==> config.mk <==
export PLATFORM = sky130hd
export DESIGN_NAME = msd_core
export DESIGN_NICKNAME = d
export VERILOG_FILES = /design/src/core/msd_pkg.sv /design/src/core/msd_core.sv
export SDC_FILE = /design/constraint.sdc
export NUM_CORES = 1
export LEC_CHECK = 0
export ABC_AREA = 1
export ABC_CLOCK_PERIOD_IN_PS = 6560
export BUFFER_PORTS_ARGS = -buffer_cell sky130_fd_sc_hd__buf_2
export CAP_MARGIN = 20
export CORE_MARGIN = 10
export CORE_UTILIZATION = 61
export CTS_BUF_LIST = sky130_fd_sc_hd__clkbuf_8
export DETAILED_ROUTE_END_ITERATION = 12
export GPL_TIMING_DRIVEN = 1
export PLACE_DENSITY = 0.95
export REMOVE_ABC_BUFFERS = 1
export SYNTH_ARGS = -nofsm -noshare
export SYNTH_HDL_FRONTEND = slang
export SYNTH_SLANG_ARGS = --single-unit
export TNS_END_PERCENT = 5
==> constraint.sdc <==
create_clock -name sys_clk -period 6.56 [get_ports sys_clk]
set_input_delay 0.328 -clock sys_clk [delete_from_list [all_inputs] [get_ports sys_clk]]
set_output_delay 0.328 -clock sys_clk [all_outputs]
set_load 0.01 [all_outputs]
==> src/core/msd_pkg.sv <==
package msd_pkg;
  // Clock and timing
  localparam int unsigned CLK_HZ = 25_000_000;
  localparam int unsigned CLK_PERIOD_NS = 40;
  localparam int unsigned BLANK_TICK_NS = 102_400;
  localparam int unsigned BLANK_TICK_CYC = BLANK_TICK_NS / CLK_PERIOD_NS;
  localparam int unsigned BLANK_MIN_US = 5_000;
  // Code 0 still blanks for about 5 ms
  localparam logic [16:0] BLANK_BASE_TICKS = 17'((BLANK_MIN_US * 1000) / BLANK_TICK_NS);
  localparam int unsigned SAMPLE_HZ = 80_000;
  localparam int unsigned SAMPLE_CYC = CLK_HZ / SAMPLE_HZ;
  localparam int unsigned PWM_FAST_HZ = 50_000;
  localparam int unsigned PWM_SLOW_HZ = 25_000;
  localparam logic [9:0] PWM_FAST_CYC = 10'(CLK_HZ / PWM_FAST_HZ);
  localparam logic [9:0] PWM_SLOW_CYC = 10'(CLK_HZ / PWM_SLOW_HZ);

  // Register byte addresses
  localparam logic [7:0] ADDR_CTRL = 8'h00;
  localparam logic [7:0] ADDR_INRUSH = 8'h04;
  localparam logic [7:0] ADDR_TARGET = 8'h08;
  localparam logic [7:0] ADDR_STATUS = 8'h0C;
  localparam logic [7:0] ADDR_CMD = 8'h10;

  // Field positions
  localparam int CMD_CLEAR_FAULT_BIT = 0;
  localparam int TARGET_DUTY_LSB = 8;

  // Values after reset (inrush code gives about 1 s)
  localparam logic [15:0] CTRL_RESET = 16'h0000;
  localparam logic [15:0] INRUSH_RESET = 16'h25F5;
  localparam logic [7:0] TARGET_RESET = 8'h00;
  localparam logic [5:0] DUTY_PROG_RESET = 6'h00;
  localparam logic [7:0] DUTY_MAX = 8'hFF;

  // Regulation and current limit mode codes
  localparam logic [1:0] REG_SPEED = 2'b10;
  localparam logic [1:0] REG_VOLTAGE = 2'b11;
  localparam logic [1:0] ILIM_OFF = 2'b00;
  localparam logic [1:0] ILIM_INRUSH = 2'b01;

  // Control register layout, MSB first
  typedef struct packed {
    logic [1:0] output_filter_cutoff;
    logic pwm_input_mode;
    logic reg_direction_in_b;
    logic reg_direction_in_a;
    logic bridge_control_source;
    logic manual_duty;
    logic pwm_rate_select;
    logic [1:0] reg_mode;
    logic [1:0] current_limit_mode;
    logic stall_report_enable;
    logic stall_response_select;
    logic int_ref_sel;
    logic stall_en;
  } msd_ctrl_s;

  // Bridge switch commands
  typedef struct packed {
    logic hs_a;
    logic ls_a;
    logic hs_b;
    logic ls_b;
  } msd_bridge_s;

  typedef enum logic [2:0] {
    ST_BLANK = 3'b001,
    ST_ARMED = 3'b010,
    ST_LATCHED = 3'b100
  } msd_state_e;
endpackage

==> src/core/msd_core.sv <==
`timescale 1ns/1ps
`default_nettype none

module msd_core (
  input wire logic sys_clk,
  input wire logic rst_b,
  input wire logic psel,
  input wire logic penable,
  input wire logic pwrite,
  input wire logic [7:0] paddr,
  input wire logic [31:0] pwdata,
  output logic [31:0] prdata,
  output logic pready,
  output logic pslverr,
  input wire logic sense_ge_ext_ref,
  input wire logic sense_ge_int_ref,
  input wire logic direction_pin_a,
  input wire logic direction_pin_b,
  input wire logic target_over_supply,
  input wire logic [7:0] avg_voltage,
  input wire logic [7:0] speed_estimate,
  input wire logic fault_recovered,
  input wire logic sleep_exit,
  output msd_pkg::msd_bridge_s bridge_outputs,
  output logic fault_out_n_o,
  output logic fault_out_n_oe,
  output logic [1:0] output_filter_cutoff
);

  localparam int NSYNC = 5;

  msd_pkg::msd_ctrl_s ctrl_reg;
  logic [15:0] inrush_reg;
  logic [7:0] target_reg;
  logic [5:0] duty_prog_reg;
  logic [NSYNC-1:0] pin_raw;
  logic [NSYNC-1:0] sync1_reg, sync2_reg, sync3_reg, pin_reg;
  logic cmp_sel, pin_a, pin_b, over_sup;
  logic wr_en, clear_req;
  msd_pkg::msd_state_e state_reg;
  logic stall_reg;
  logic [11:0] tick_cnt_reg;
  logic [16:0] blank_cnt_reg;
  logic restart;
  logic [9:0] sample_cnt_reg;
  logic sample_tick;
  logic reg_active, full_duty;
  logic [7:0] duty_reg, measure, duty_eff;
  logic [9:0] pwm_cnt_reg, period;
  logic [17:0] on_cycles;
  logic pwm_on, internal_pwm, ilim_active;
  logic dir_a, dir_b;
  msd_pkg::msd_bridge_s drive_on, bridge_next;

  // Bridge decode shared by direct and PWM paths; inputs in IN/IN form
  function automatic msd_pkg::msd_bridge_s drive_f(input logic a, input logic b);
    msd_pkg::msd_bridge_s d;
    d = '0;
    case ({a, b})
      2'b10: begin
        d.hs_a = 1'b1;
        d.ls_b = 1'b1;
      end
      2'b01: begin
        d.hs_b = 1'b1;
        d.ls_a = 1'b1;
      end
      2'b11: begin
        d.ls_a = 1'b1;
        d.ls_b = 1'b1;
      end
      default: d = '0;
    endcase
    return d;
  endfunction

  // Three-stage pin synchronisers; a change is taken once stages two and three agree
  assign pin_raw = {target_over_supply, direction_pin_b, direction_pin_a,
                    sense_ge_int_ref, sense_ge_ext_ref};
  generate
    for (genvar i = 0; i < NSYNC; i++) begin : g_sync
      always_ff @(posedge sys_clk or negedge rst_b) begin
        if (!rst_b) begin
          sync1_reg[i] <= 1'b0;
          sync2_reg[i] <= 1'b0;
          sync3_reg[i] <= 1'b0;
          pin_reg[i] <= 1'b0;
        end else begin
          sync1_reg[i] <= pin_raw[i];
          sync2_reg[i] <= sync1_reg[i];
          sync3_reg[i] <= sync2_reg[i];
          if (sync2_reg[i] == sync3_reg[i]) begin
            pin_reg[i] <= sync3_reg[i];
          end
        end
      end
    end
  endgenerate

  assign cmp_sel = ctrl_reg.int_ref_sel ? pin_reg[1] : pin_reg[0];
  assign pin_a = pin_reg[2];
  assign pin_b = pin_reg[3];
  assign over_sup = pin_reg[4];

  // APB: zero wait states, pready raised in the access cycle
  assign wr_en = psel && penable && pready && pwrite;
  assign clear_req = wr_en && (paddr == msd_pkg::ADDR_CMD) &&
                     pwdata[msd_pkg::CMD_CLEAR_FAULT_BIT];

  always_ff @(posedge sys_clk or negedge rst_b) begin
    if (!rst_b) begin
      pready <= 1'b0;
      pslverr <= 1'b0;
      prdata <= 32'h0000_0000;
    end else begin
      pready <= psel && !penable;
      pslverr <= 1'b0;
      prdata <= 32'h0000_0000;
      if (psel && !penable) begin
        case (paddr)
          msd_pkg::ADDR_CTRL: prdata <= {16'h0000, ctrl_reg};
          msd_pkg::ADDR_INRUSH: prdata <= {16'h0000, inrush_reg};
          msd_pkg::ADDR_TARGET: prdata <= {18'h00000, duty_prog_reg, target_reg};
          msd_pkg::ADDR_STATUS: prdata <= {16'h0000, reg_active ? duty_reg : 8'h00,
                                           5'h00, reg_active, state_reg == msd_pkg::ST_BLANK,
                                           stall_reg};
          msd_pkg::ADDR_CMD: prdata <= 32'h0000_0000;
          default: pslverr <= 1'b1;
        endcase
      end
    end
  end

  // Configuration registers
  always_ff @(posedge sys_clk or negedge rst_b) begin
    if (!rst_b) begin
      ctrl_reg <= msd_pkg::CTRL_RESET;
      inrush_reg <= msd_pkg::INRUSH_RESET;
      target_reg <= msd_pkg::TARGET_RESET;
      duty_prog_reg <= msd_pkg::DUTY_PROG_RESET;
    end else if (wr_en) begin
      case (paddr)
        msd_pkg::ADDR_CTRL: ctrl_reg <= pwdata[15:0];
        msd_pkg::ADDR_INRUSH: inrush_reg <= pwdata[15:0];
        msd_pkg::ADDR_TARGET: begin
          target_reg <= pwdata[7:0];
          duty_prog_reg <= pwdata[msd_pkg::TARGET_DUTY_LSB +: 6];
        end
        default: ;
      endcase
    end
  end

  // Blanking restart sources; reset itself loads the window
  assign restart = clear_req || fault_recovered || sleep_exit;

  // Blanking timer on a 102.4 us tick
  always_ff @(posedge sys_clk or negedge rst_b) begin
    if (!rst_b) begin
      tick_cnt_reg <= 12'h000;
      // Power-up opens a full default window, not a single tick
      blank_cnt_reg <= {1'b0, msd_pkg::INRUSH_RESET} + msd_pkg::BLANK_BASE_TICKS;
    end else if (restart || (state_reg != msd_pkg::ST_BLANK)) begin
      tick_cnt_reg <= 12'h000;
      // Window is code plus the 5 ms floor
      blank_cnt_reg <= {1'b0, inrush_reg} + msd_pkg::BLANK_BASE_TICKS;
    end else if (tick_cnt_reg == 12'(msd_pkg::BLANK_TICK_CYC - 1)) begin
      tick_cnt_reg <= 12'h000;
      if (blank_cnt_reg != 17'h00000) begin
        blank_cnt_reg <= blank_cnt_reg - 17'h00001;
      end
    end else begin
      tick_cnt_reg <= tick_cnt_reg + 12'h001;
    end
  end

  // Stall state: the counter reloads whenever not blanking, so entry is a fresh window
  always_ff @(posedge sys_clk or negedge rst_b) begin
    if (!rst_b) begin
      state_reg <= msd_pkg::ST_BLANK;
    end else begin
      case (state_reg)
        msd_pkg::ST_BLANK: begin
          // Expiry arms the detector
          // Arm at the end of the last loaded tick, so the window is exactly the load
          if (!restart && blank_cnt_reg <= 17'h00001 &&
              tick_cnt_reg == 12'(msd_pkg::BLANK_TICK_CYC - 1)) begin
            state_reg <= msd_pkg::ST_ARMED;
          end
        end
        msd_pkg::ST_ARMED: begin
          if (restart) begin
            state_reg <= msd_pkg::ST_BLANK;
          end else if (ctrl_reg.stall_en && cmp_sel && !ctrl_reg.stall_response_select) begin
            state_reg <= msd_pkg::ST_LATCHED;
          end
        end
        msd_pkg::ST_LATCHED: begin
          if (clear_req) begin
            state_reg <= msd_pkg::ST_BLANK;
          end
        end
        default: state_reg <= msd_pkg::ST_BLANK;
      endcase
    end
  end

  // Stall flag; a fresh detection wins over a clear in the same cycle
  always_ff @(posedge sys_clk or negedge rst_b) begin
    if (!rst_b) begin
      stall_reg <= 1'b0;
    // Set on first compare once armed
    end else if (state_reg == msd_pkg::ST_ARMED && ctrl_reg.stall_en && cmp_sel) begin
      stall_reg <= 1'b1;
    end else if (clear_req) begin
      stall_reg <= 1'b0;
    end
  end

  // Open-drain fault output, enable high while pulling low
  always_ff @(posedge sys_clk or negedge rst_b) begin
    if (!rst_b) begin
      fault_out_n_oe <= 1'b0;
    end else begin
      fault_out_n_oe <= stall_reg && ctrl_reg.stall_report_enable;
    end
  end
  assign fault_out_n_o = 1'b0;

  always_ff @(posedge sys_clk or negedge rst_b) begin
    if (!rst_b) begin
      output_filter_cutoff <= 2'b00;
    end else begin
      output_filter_cutoff <= ctrl_reg.output_filter_cutoff;
    end
  end

  always_ff @(posedge sys_clk or negedge rst_b) begin
    if (!rst_b) begin
      sample_cnt_reg <= 10'h000;
    end else if (sample_tick) begin
      sample_cnt_reg <= 10'h000;
    end else begin
      sample_cnt_reg <= sample_cnt_reg + 10'h001;
    end
  end
  assign sample_tick = (sample_cnt_reg == 10'(msd_pkg::SAMPLE_CYC - 1));

  // Mode 10 follows speed, 11 follows voltage
  assign reg_active = ctrl_reg.reg_mode[1];
  assign measure = (ctrl_reg.reg_mode == msd_pkg::REG_SPEED) ? speed_estimate : avg_voltage;
  // In voltage mode, target above supply forces full duty
  assign full_duty = (ctrl_reg.reg_mode == msd_pkg::REG_VOLTAGE) && over_sup;

  // Integrating loop: one step per sample keeps the slew bounded
  always_ff @(posedge sys_clk or negedge rst_b) begin
    if (!rst_b) begin
      duty_reg <= 8'h00;
    end else if (!reg_active) begin
      duty_reg <= 8'h00;
    end else if (full_duty) begin
      duty_reg <= msd_pkg::DUTY_MAX;
    end else if (sample_tick) begin
      if (measure < target_reg && duty_reg != msd_pkg::DUTY_MAX) begin
        duty_reg <= duty_reg + 8'h01;
      end else if (measure > target_reg && duty_reg != 8'h00) begin
        duty_reg <= duty_reg - 8'h01;
      end
    end
  end

  assign period = ctrl_reg.pwm_rate_select ? msd_pkg::PWM_SLOW_CYC : msd_pkg::PWM_FAST_CYC;
  always_ff @(posedge sys_clk or negedge rst_b) begin
    if (!rst_b) begin
      pwm_cnt_reg <= 10'h000;
    end else if (pwm_cnt_reg >= period - 10'h001) begin
      pwm_cnt_reg <= 10'h000;
    end else begin
      pwm_cnt_reg <= pwm_cnt_reg + 10'h001;
    end
  end

  // Manual duty widened from six bits
  assign internal_pwm = reg_active || ctrl_reg.manual_duty;
  assign duty_eff = reg_active ? duty_reg : {duty_prog_reg, duty_prog_reg[5:4]};
  assign on_cycles = 18'(duty_eff) * 18'(period);
  assign pwm_on = (duty_eff == msd_pkg::DUTY_MAX) || (pwm_cnt_reg < on_cycles[17:8]);

  // Direction source in manual mode; regulation uses pins
  always_comb begin
    if (!reg_active && ctrl_reg.manual_duty && ctrl_reg.bridge_control_source) begin
      dir_a = ctrl_reg.reg_direction_in_a;
      dir_b = ctrl_reg.reg_direction_in_b;
    // Plain bridge: input mode 0 treats pins as enable and phase
    end else if (!internal_pwm && !ctrl_reg.pwm_input_mode) begin
      dir_a = pin_a && !pin_b;
      dir_b = pin_a && pin_b;
    end else begin
      dir_a = pin_a;
      dir_b = pin_b;
    end
  end

  always_comb begin
    case (ctrl_reg.current_limit_mode)
      msd_pkg::ILIM_OFF: ilim_active = 1'b0;
      msd_pkg::ILIM_INRUSH: ilim_active = !ctrl_reg.stall_en ||
                                          (state_reg == msd_pkg::ST_BLANK);
      default: ilim_active = 1'b1;
    endcase
  end

  assign drive_on = drive_f(dir_a, dir_b);

  // On time drives, off time and current limit recirculate on low sides
  always_comb begin
    if (state_reg == msd_pkg::ST_LATCHED) begin
      bridge_next = '0;
    end else if (drive_on == '0) begin
      bridge_next = '0;
    end else if ((ilim_active && cmp_sel) || (internal_pwm && !pwm_on)) begin
      bridge_next = drive_f(1'b1, 1'b1);
    end else begin
      bridge_next = drive_on;
    end
  end

  // Latched state, or dir_a and dir_b both low, turns the bridge off
  always_ff @(posedge sys_clk or negedge rst_b) begin
    if (!rst_b) begin
      bridge_outputs <= '0;
    end else begin
      bridge_outputs <= bridge_next;
    end
  end
endmodule

`default_nettype wire

==> results of run 1 <==
through the flow:
stage	cells	setup WS, ns	hold WS (ns)	cell area [um2]
CTS	1533	0.274	0.115	10900
floorplan	1197	0.972	0.0324	9740
finish	1533	0.346	0.133	10900
global placement	1495	0.525	0.334	10400
global route	1533	0.0116	0.134	10900
detailed placement	1495	0.320	0.335	10400
power breakdown:
part / switching, mW / internal [mW] / total, mW
registers: 0.0319 / 0.982 / 1.01
clock network: 0.370 / 0.373 / 0.744
logic: 0.212 / 0.0990 / 0.311
total: 0.615 / 1.45 / 2.07
per-layer routing:
layer | GRT usage, % | wire length (um)
met5 | 0 | 0
met2 | 37.8 | 12000
met1 | 26.4 | 9390
met4 | 9.91 | 943
met3 | 5.46 | 2260
Yosys cell counts (all sizes together) (11+ instances only):
| cell | count |
|---|---|
| o21ai | 95 |
| a21oi | 35 |
| xor2 | 32 |
| dfrtp | 136 |
| ha | 67 |
| clkbuf | 11 |
| nor3 | 25 |
| inv | 197 |
| nand3 | 67 |
| nor2 | 110 |
| fa | 30 |
| buf | 32 |
| nand2 | 280 |
| dfstp | 16 |
cell families (layout without fill, tap and decap cells):
| group | Yosys count | count (layout) | share of synthesized area [%] |
|---|---|---|---|
| adder cells (fa/ha/maj) | 102 | 102 | 15.0 |
| XOR/XNOR | 37 | 37 | 3.26 |
| AO/OA/AOI/OAI | 170 | 170 | 9.79 |
| flip-flops | 152 | 152 | 38.4 |
| AND/OR/NAND/NOR | 511 | 511 | 22.4 |
| multiplexers | 8 | 8 | 0.893 |
| buffers and inverters | 240 | 317 | 10.2 |
| other | 2 | 20 | 0.0755 |
cells in the final DEF, fill, tap and decap left out, types with 30 or more instances in the layout:
cell / count
ha_1: 67
a21oi_1: 35
nand3_1: 62
o21ai_0: 85
buf_2: 75
xor2_1: 32
dfrtp_1: 135
nand2_1: 273
fa_1: 30
inv_1: 191
nor2_1: 103
worst paths after layout:
path / to / slack (ns) / startpoint / cells past startpoint
worst max-delay path: bridge_outputs[2]$_DFF_PN0_ / 0.35 / ctrl_reg[7]$_DFFE_PN0P_ / 26
worst min-delay path: inrush_reg[2]$_DFFE_PN1P_ / 0.13 / pwdata[2] / 3
worst max register to register: bridge_outputs[2]$_DFF_PN0_ / 0.35 / ctrl_reg[7]$_DFFE_PN0P_ / 26
worst min register to register: sync2_reg[4]$_DFF_PN0_ / 0.35 / sync1_reg[4]$_DFF_PN0_ / 0
max in group asynchronous: ctrl_reg[7]$_DFFE_PN0P_ / 4.65 / rst_b / 3
min in group asynchronous: inrush_reg[12]$_DFFE_PN0P_ / 0.46 / rst_b / 2
what timing repair did:
item                                    4_1_cts  5_1_grt
endpoints found under the hold margin        69        0
hold buffers                                  6        0
endpoints found under the setup margin        0        4
gates resized for setup                       0        3
worst min-delay path, stage by stage:
cell and delay [ns]:
buf_2 0.09, inv_1 0.08, o21ai_0 0.09
layout make-up:
cell class	instances	area [um2]
Tap cell	216	270
Clock inverter	12	139
Fill cell	1152	5020
Timing Repair Buffer	88	492
Inverter	197	739
Sequential cell	152	3820
Clock buffer	20	275
Multi-Input combinational cell	848	5180
==> flow_summary.yaml, run 1 <==
floorplan:
  die_y_um: 148
  pin_count: 110
  fp-row-count: 46
  die_w_um: 148
  fp.dieArea_um2: 21800
  start_util_pct: 62.4
  placeableCoreArea_um2: 15900
finish:
  syn_to_final_growth_pct: 9.73
  drive_gt1_share_pct: 13.5
  largest_reg_flops: 17
  final_util_pct: 68.5
  layout.nets: 1469
  antennaDiodeCount: 0
placed_design:
  port-buffer-count: 76
  place_hpwl_mm: 18.6
  gp_congestion: 0.960
clock_tree:
  numCtsBuffers: 17
  clkLatencyLatePin_ns: 0.46
  htree_levels: 4
  cts_tree: "done"
  clkTransAtPathRegs_ns: 0.09
  root_buffer: "clkbuf_8"
  cts_buffer_depth: 2
  clock_sinks: 152
  post-cts-setup-buffers: 0
timing:
  rsz0062_at_grt: "false"
  slew_viol_final: 0
  setup_viol: 0
  clock.fmax_ghz: 0.161
  setup_tns_ns: 0
  post-route-period-util_pct: 94.7
  tightest_slew_ns: 1.03
  slew_headroom_pct: 31.2
  hold_violations: 0
  fin_crit_ns: 6.21
  skew_ns: 0.0168
drt:
  drc: 0
  wl_per_cell_um: 16.0
  vias_per_cell: 5.68
  wirelength_mm: 24.6
  drtAntennaViolNets: 0
  drtIter0Drc: 975
  vias: 8715
  drt_pass1_iterations: 6
worst_setup_path:
  cp_slowest_stage_delay_ns: 0.65
  worst_ep_arrival_time_ns: 6.58
  crit_required_ns: 6.92
  crit_family: "adder cells"
  critical_path_peak_fanout: 24
  end_kind: "register"
  cpMaxStageDelayCell: "o21ai_0"
  critPathLaunchType: "register"
  worstSetupPathType: "register to register"
  worst-path-buf-inv: 5
logic_synthesis:
  synth.area.top_cells: "dfrtp_1, nand2_1, ha_1"
  netlist_area_um2: 9950
  synth-seq-area-share_pct: 38.4
  yosys_warnings: 0
  synth_ff_type: "dfrtp_1"
  synthArstFlopShare_pct: 100
  ys_types: 53
  yosys.area.top_type_share_pct: 34.2
  synth-edff-count: 0
  ys_ff_latch: 152
  avgSynthCellArea_um2: 8.14
  synth_top_area_cell: "dfrtp_1"
  synth_cells: 1222
grt:
  grt_max_degree: 78
  grt_pass1_wl_mm: 40.2
  overflow: 0
  grt_pass1_vias: 8496
  antenna_found_initial: 0
  track_usage_pct: 22.3
power:
  leakage_nw: 5.54
  total_power_mw: 2.07
  power_density_nw_per_um2: 189
  ir_drop_mv: 0.169
run_status:
  status: "finished clean"
flow_run:
  maxCapViolations: 0
min_path:
  hold_class: "primary input to register"
Power figures use the tool's default switching activity.
==> run 2, diff against run 1 <==
CTS_BUF_LIST = sky130_fd_sc_hd__clkbuf_4 sky130_fd_sc_hd__clkbuf_8   (was sky130_fd_sc_hd__clkbuf_8)
SLEW_MARGIN = 25   (was not set)
==> run 2 against run 1 <==
- non-clock buffer count did not move
- power barely moved
- global-route usage did not move
- critical path depth did not move
- hold slack got worse by 0.00060 ns
- sequential cell count did not move
- highest routed layer unchanged
- count of clock-buffer cells in the layout did not move
==> flow_summary.yaml, run 2 (synthesis results as in run 1) <==
run_status:
  status: "finished clean"
finish:
  syn_to_final_growth_pct: 9.80
  num-fill-cells: 1148
  layout_commonest_cell: "nand2_1"
  fin_area_um2: 10900
  antennaDiodeCount: 0
  layout.nets: 1469
  final_util_pct: 68.5
  multi_input_area_um2: 5180
  regArea_um2: 3820
  drive_gt1_share_pct: 13.6
  largest_reg_flops: 17
  final_cell_mix: "nand2_1, inv_1, dfrtp_1, nor2_1, o21ai_0"
timing:
  post-route-period-util_pct: 94.7
  clock.fmax_ghz: 0.161
  rsz0062_at_grt: "false"
  hold_violations: 0
  fin_ws_ns: 0.349
  setup_viol: 0
  fin_crit_ns: 6.21
  slew_viol_final: 0
  skew_ns: 0.0164
  tightest_slew_ns: 0.863
  setup_tns_ns: 0
  slew_headroom_pct: 42.3
  whs_ns: 0.133
placed_design:
  place_hpwl_mm: 18.6
  placed_area_um2: 10400
  post-place-ws_ns: 0.320
  port-buffer-count: 76
  gp_congestion: 0.960
floorplan:
  die_w_um: 148
  start_util_pct: 62.4
  fp.dieArea_um2: 21800
  placeableCoreArea_um2: 15900
  die_y_um: 148
  pin_count: 110
  fp-row-count: 46
worst_setup_path:
  r2r_cells: 26
  end_kind: "register"
  r2r-end: "bridge_outputs[2]$_DFF_PN0_"
  worst_ep_arrival_time_ns: 6.58
  crit_required_ns: 6.92
  cp_slowest_stage_delay_ns: 0.64
  critical_path_peak_fanout: 24
  critPathLaunchType: "register"
  worstSetupPathType: "register to register"
  reg2reg_from: "ctrl_reg[7]$_DFFE_PN0P_"
  r2r_slack_ns: 0.35
  cpMaxStageDelayCell: "o21ai_0"
grt:
  antenna_found_initial: 0
  overflow: 0
  grt_pass1_vias: 8496
  grt_pass1_wl_mm: 40.2
  track_usage_pct: 22.3
  grt_max_degree: 78
clock_tree:
  clock_sinks: 152
  clkTransAtPathRegs_ns: 0.09
  cts_buffer_depth: 2
  clkLatencyLatePin_ns: 0.46
  root_buffer: "clkbuf_8"
  cts_tree: "done"
  htree_levels: 4
  numCtsBuffers: 17
drt:
  wirelength_mm: 24.5
  wl_per_cell_um: 16.0
  drtAntennaViolNets: 0
  vias: 8615
  drc: 0
  drtIter0Drc: 972
  vias_per_cell: 5.62
  drt_pass1_iterations: 5
power:
  power_density_nw_per_um2: 189
  leakage_nw: 5.54
  ir_drop_mv: 0.169
min_path:
  hold_class: "primary input to register"
  hold_depth: 3
  hold_start: "pwdata[2]"
  hold_end: "inrush_reg[2]$_DFFE_PN1P_"
flow_run:
  maxCapViolations: 0
## run 2: cell counts in the layout (fill, tap and decap cells not counted)
No cell type changed its count.
## run 2: repair_timing
item                                   in CTS  in global routing
gates resized for setup                     0                  3
setup endpoints to repair                   0                  4
endpoints found under the hold margin      69                  0
hold buffers                                6                  0
setup buffers                               0                  0
## run 2: critical path: cells and delay by family, from the launching register on
family          cells  cell delay [ns]
fa+ha+maj           6             2.44
compound gates      7             1.64
flops               1             0.56
buf+inv             5             0.43
xor+xnor            1             0.17
simple gates        7             0.88
## run 2: layout make-up
class	count	share of cell area, %
multi-input combinational	848	47.4
sequential	152	35.0
inverter	197	6.77
timing repair buffer	88	4.54
clock buffer	20	2.52
tap	216	2.47
clock inverter	12	1.27
## run 2: layer usage
layer  share of wire [%]  routed length, um  track usage, %  up-vias
met5                   0                  0               0        -
met1                  39               9600            26.4     4052
li1                    -                  -               -     4023
met3                 8.2               2000            5.46       87
met2                  49              12000            37.8      453
met4                 3.6                882            9.91        0
## run 2: where the power goes
part	internal (mW)	switching, mW	total, mW
clock	0.373	0.371	0.744
combinational	0.0993	0.213	0.312
sequential	0.982	0.0317	1.01
total	1.45	0.616	2.07
## run 2: worst max-delay path by stage
| stage | from | endpoint | slack, ns | cells past startpoint |
|---|---|---|---|---|
| final | ctrl_reg[7]$_DFFE_PN0P_ | bridge_outputs[2]$_DFF_PN0_ | 0.35 | 26 |
| after global routing | ctrl_reg[7]$_DFFE_PN0P_ | bridge_outputs[2]$_DFF_PN0_ | 0.01 | 26 |
| after CTS | ctrl_reg[7]$_DFFE_PN0P_ | bridge_outputs[2]$_DFF_PN0_ | 0.27 | 27 |
| after detailed placement | ctrl_reg[7]$_DFFE_PN0P_ | bridge_outputs[2]$_DFF_PN0_ | 0.32 | 27 |
| after global placement | ctrl_reg[7]$_DFFE_PN0P_ | bridge_outputs[0]$_DFF_PN0_ | 0.52 | 29 |
| after floorplan | ctrl_reg[7]$_DFFE_PN0P_ | bridge_outputs[2]$_DFF_PN0_ | 0.97 | 29 |
## run 2: stage by stage
step,total power [mW],cells
2_1_floorplan,1.23,1197
3_3_place_gp,1.32,1495
3_5_place_dp,1.33,1495
4_1_cts,2.07,1533
5_1_grt,2.16,1533
6_report,2.07,1533
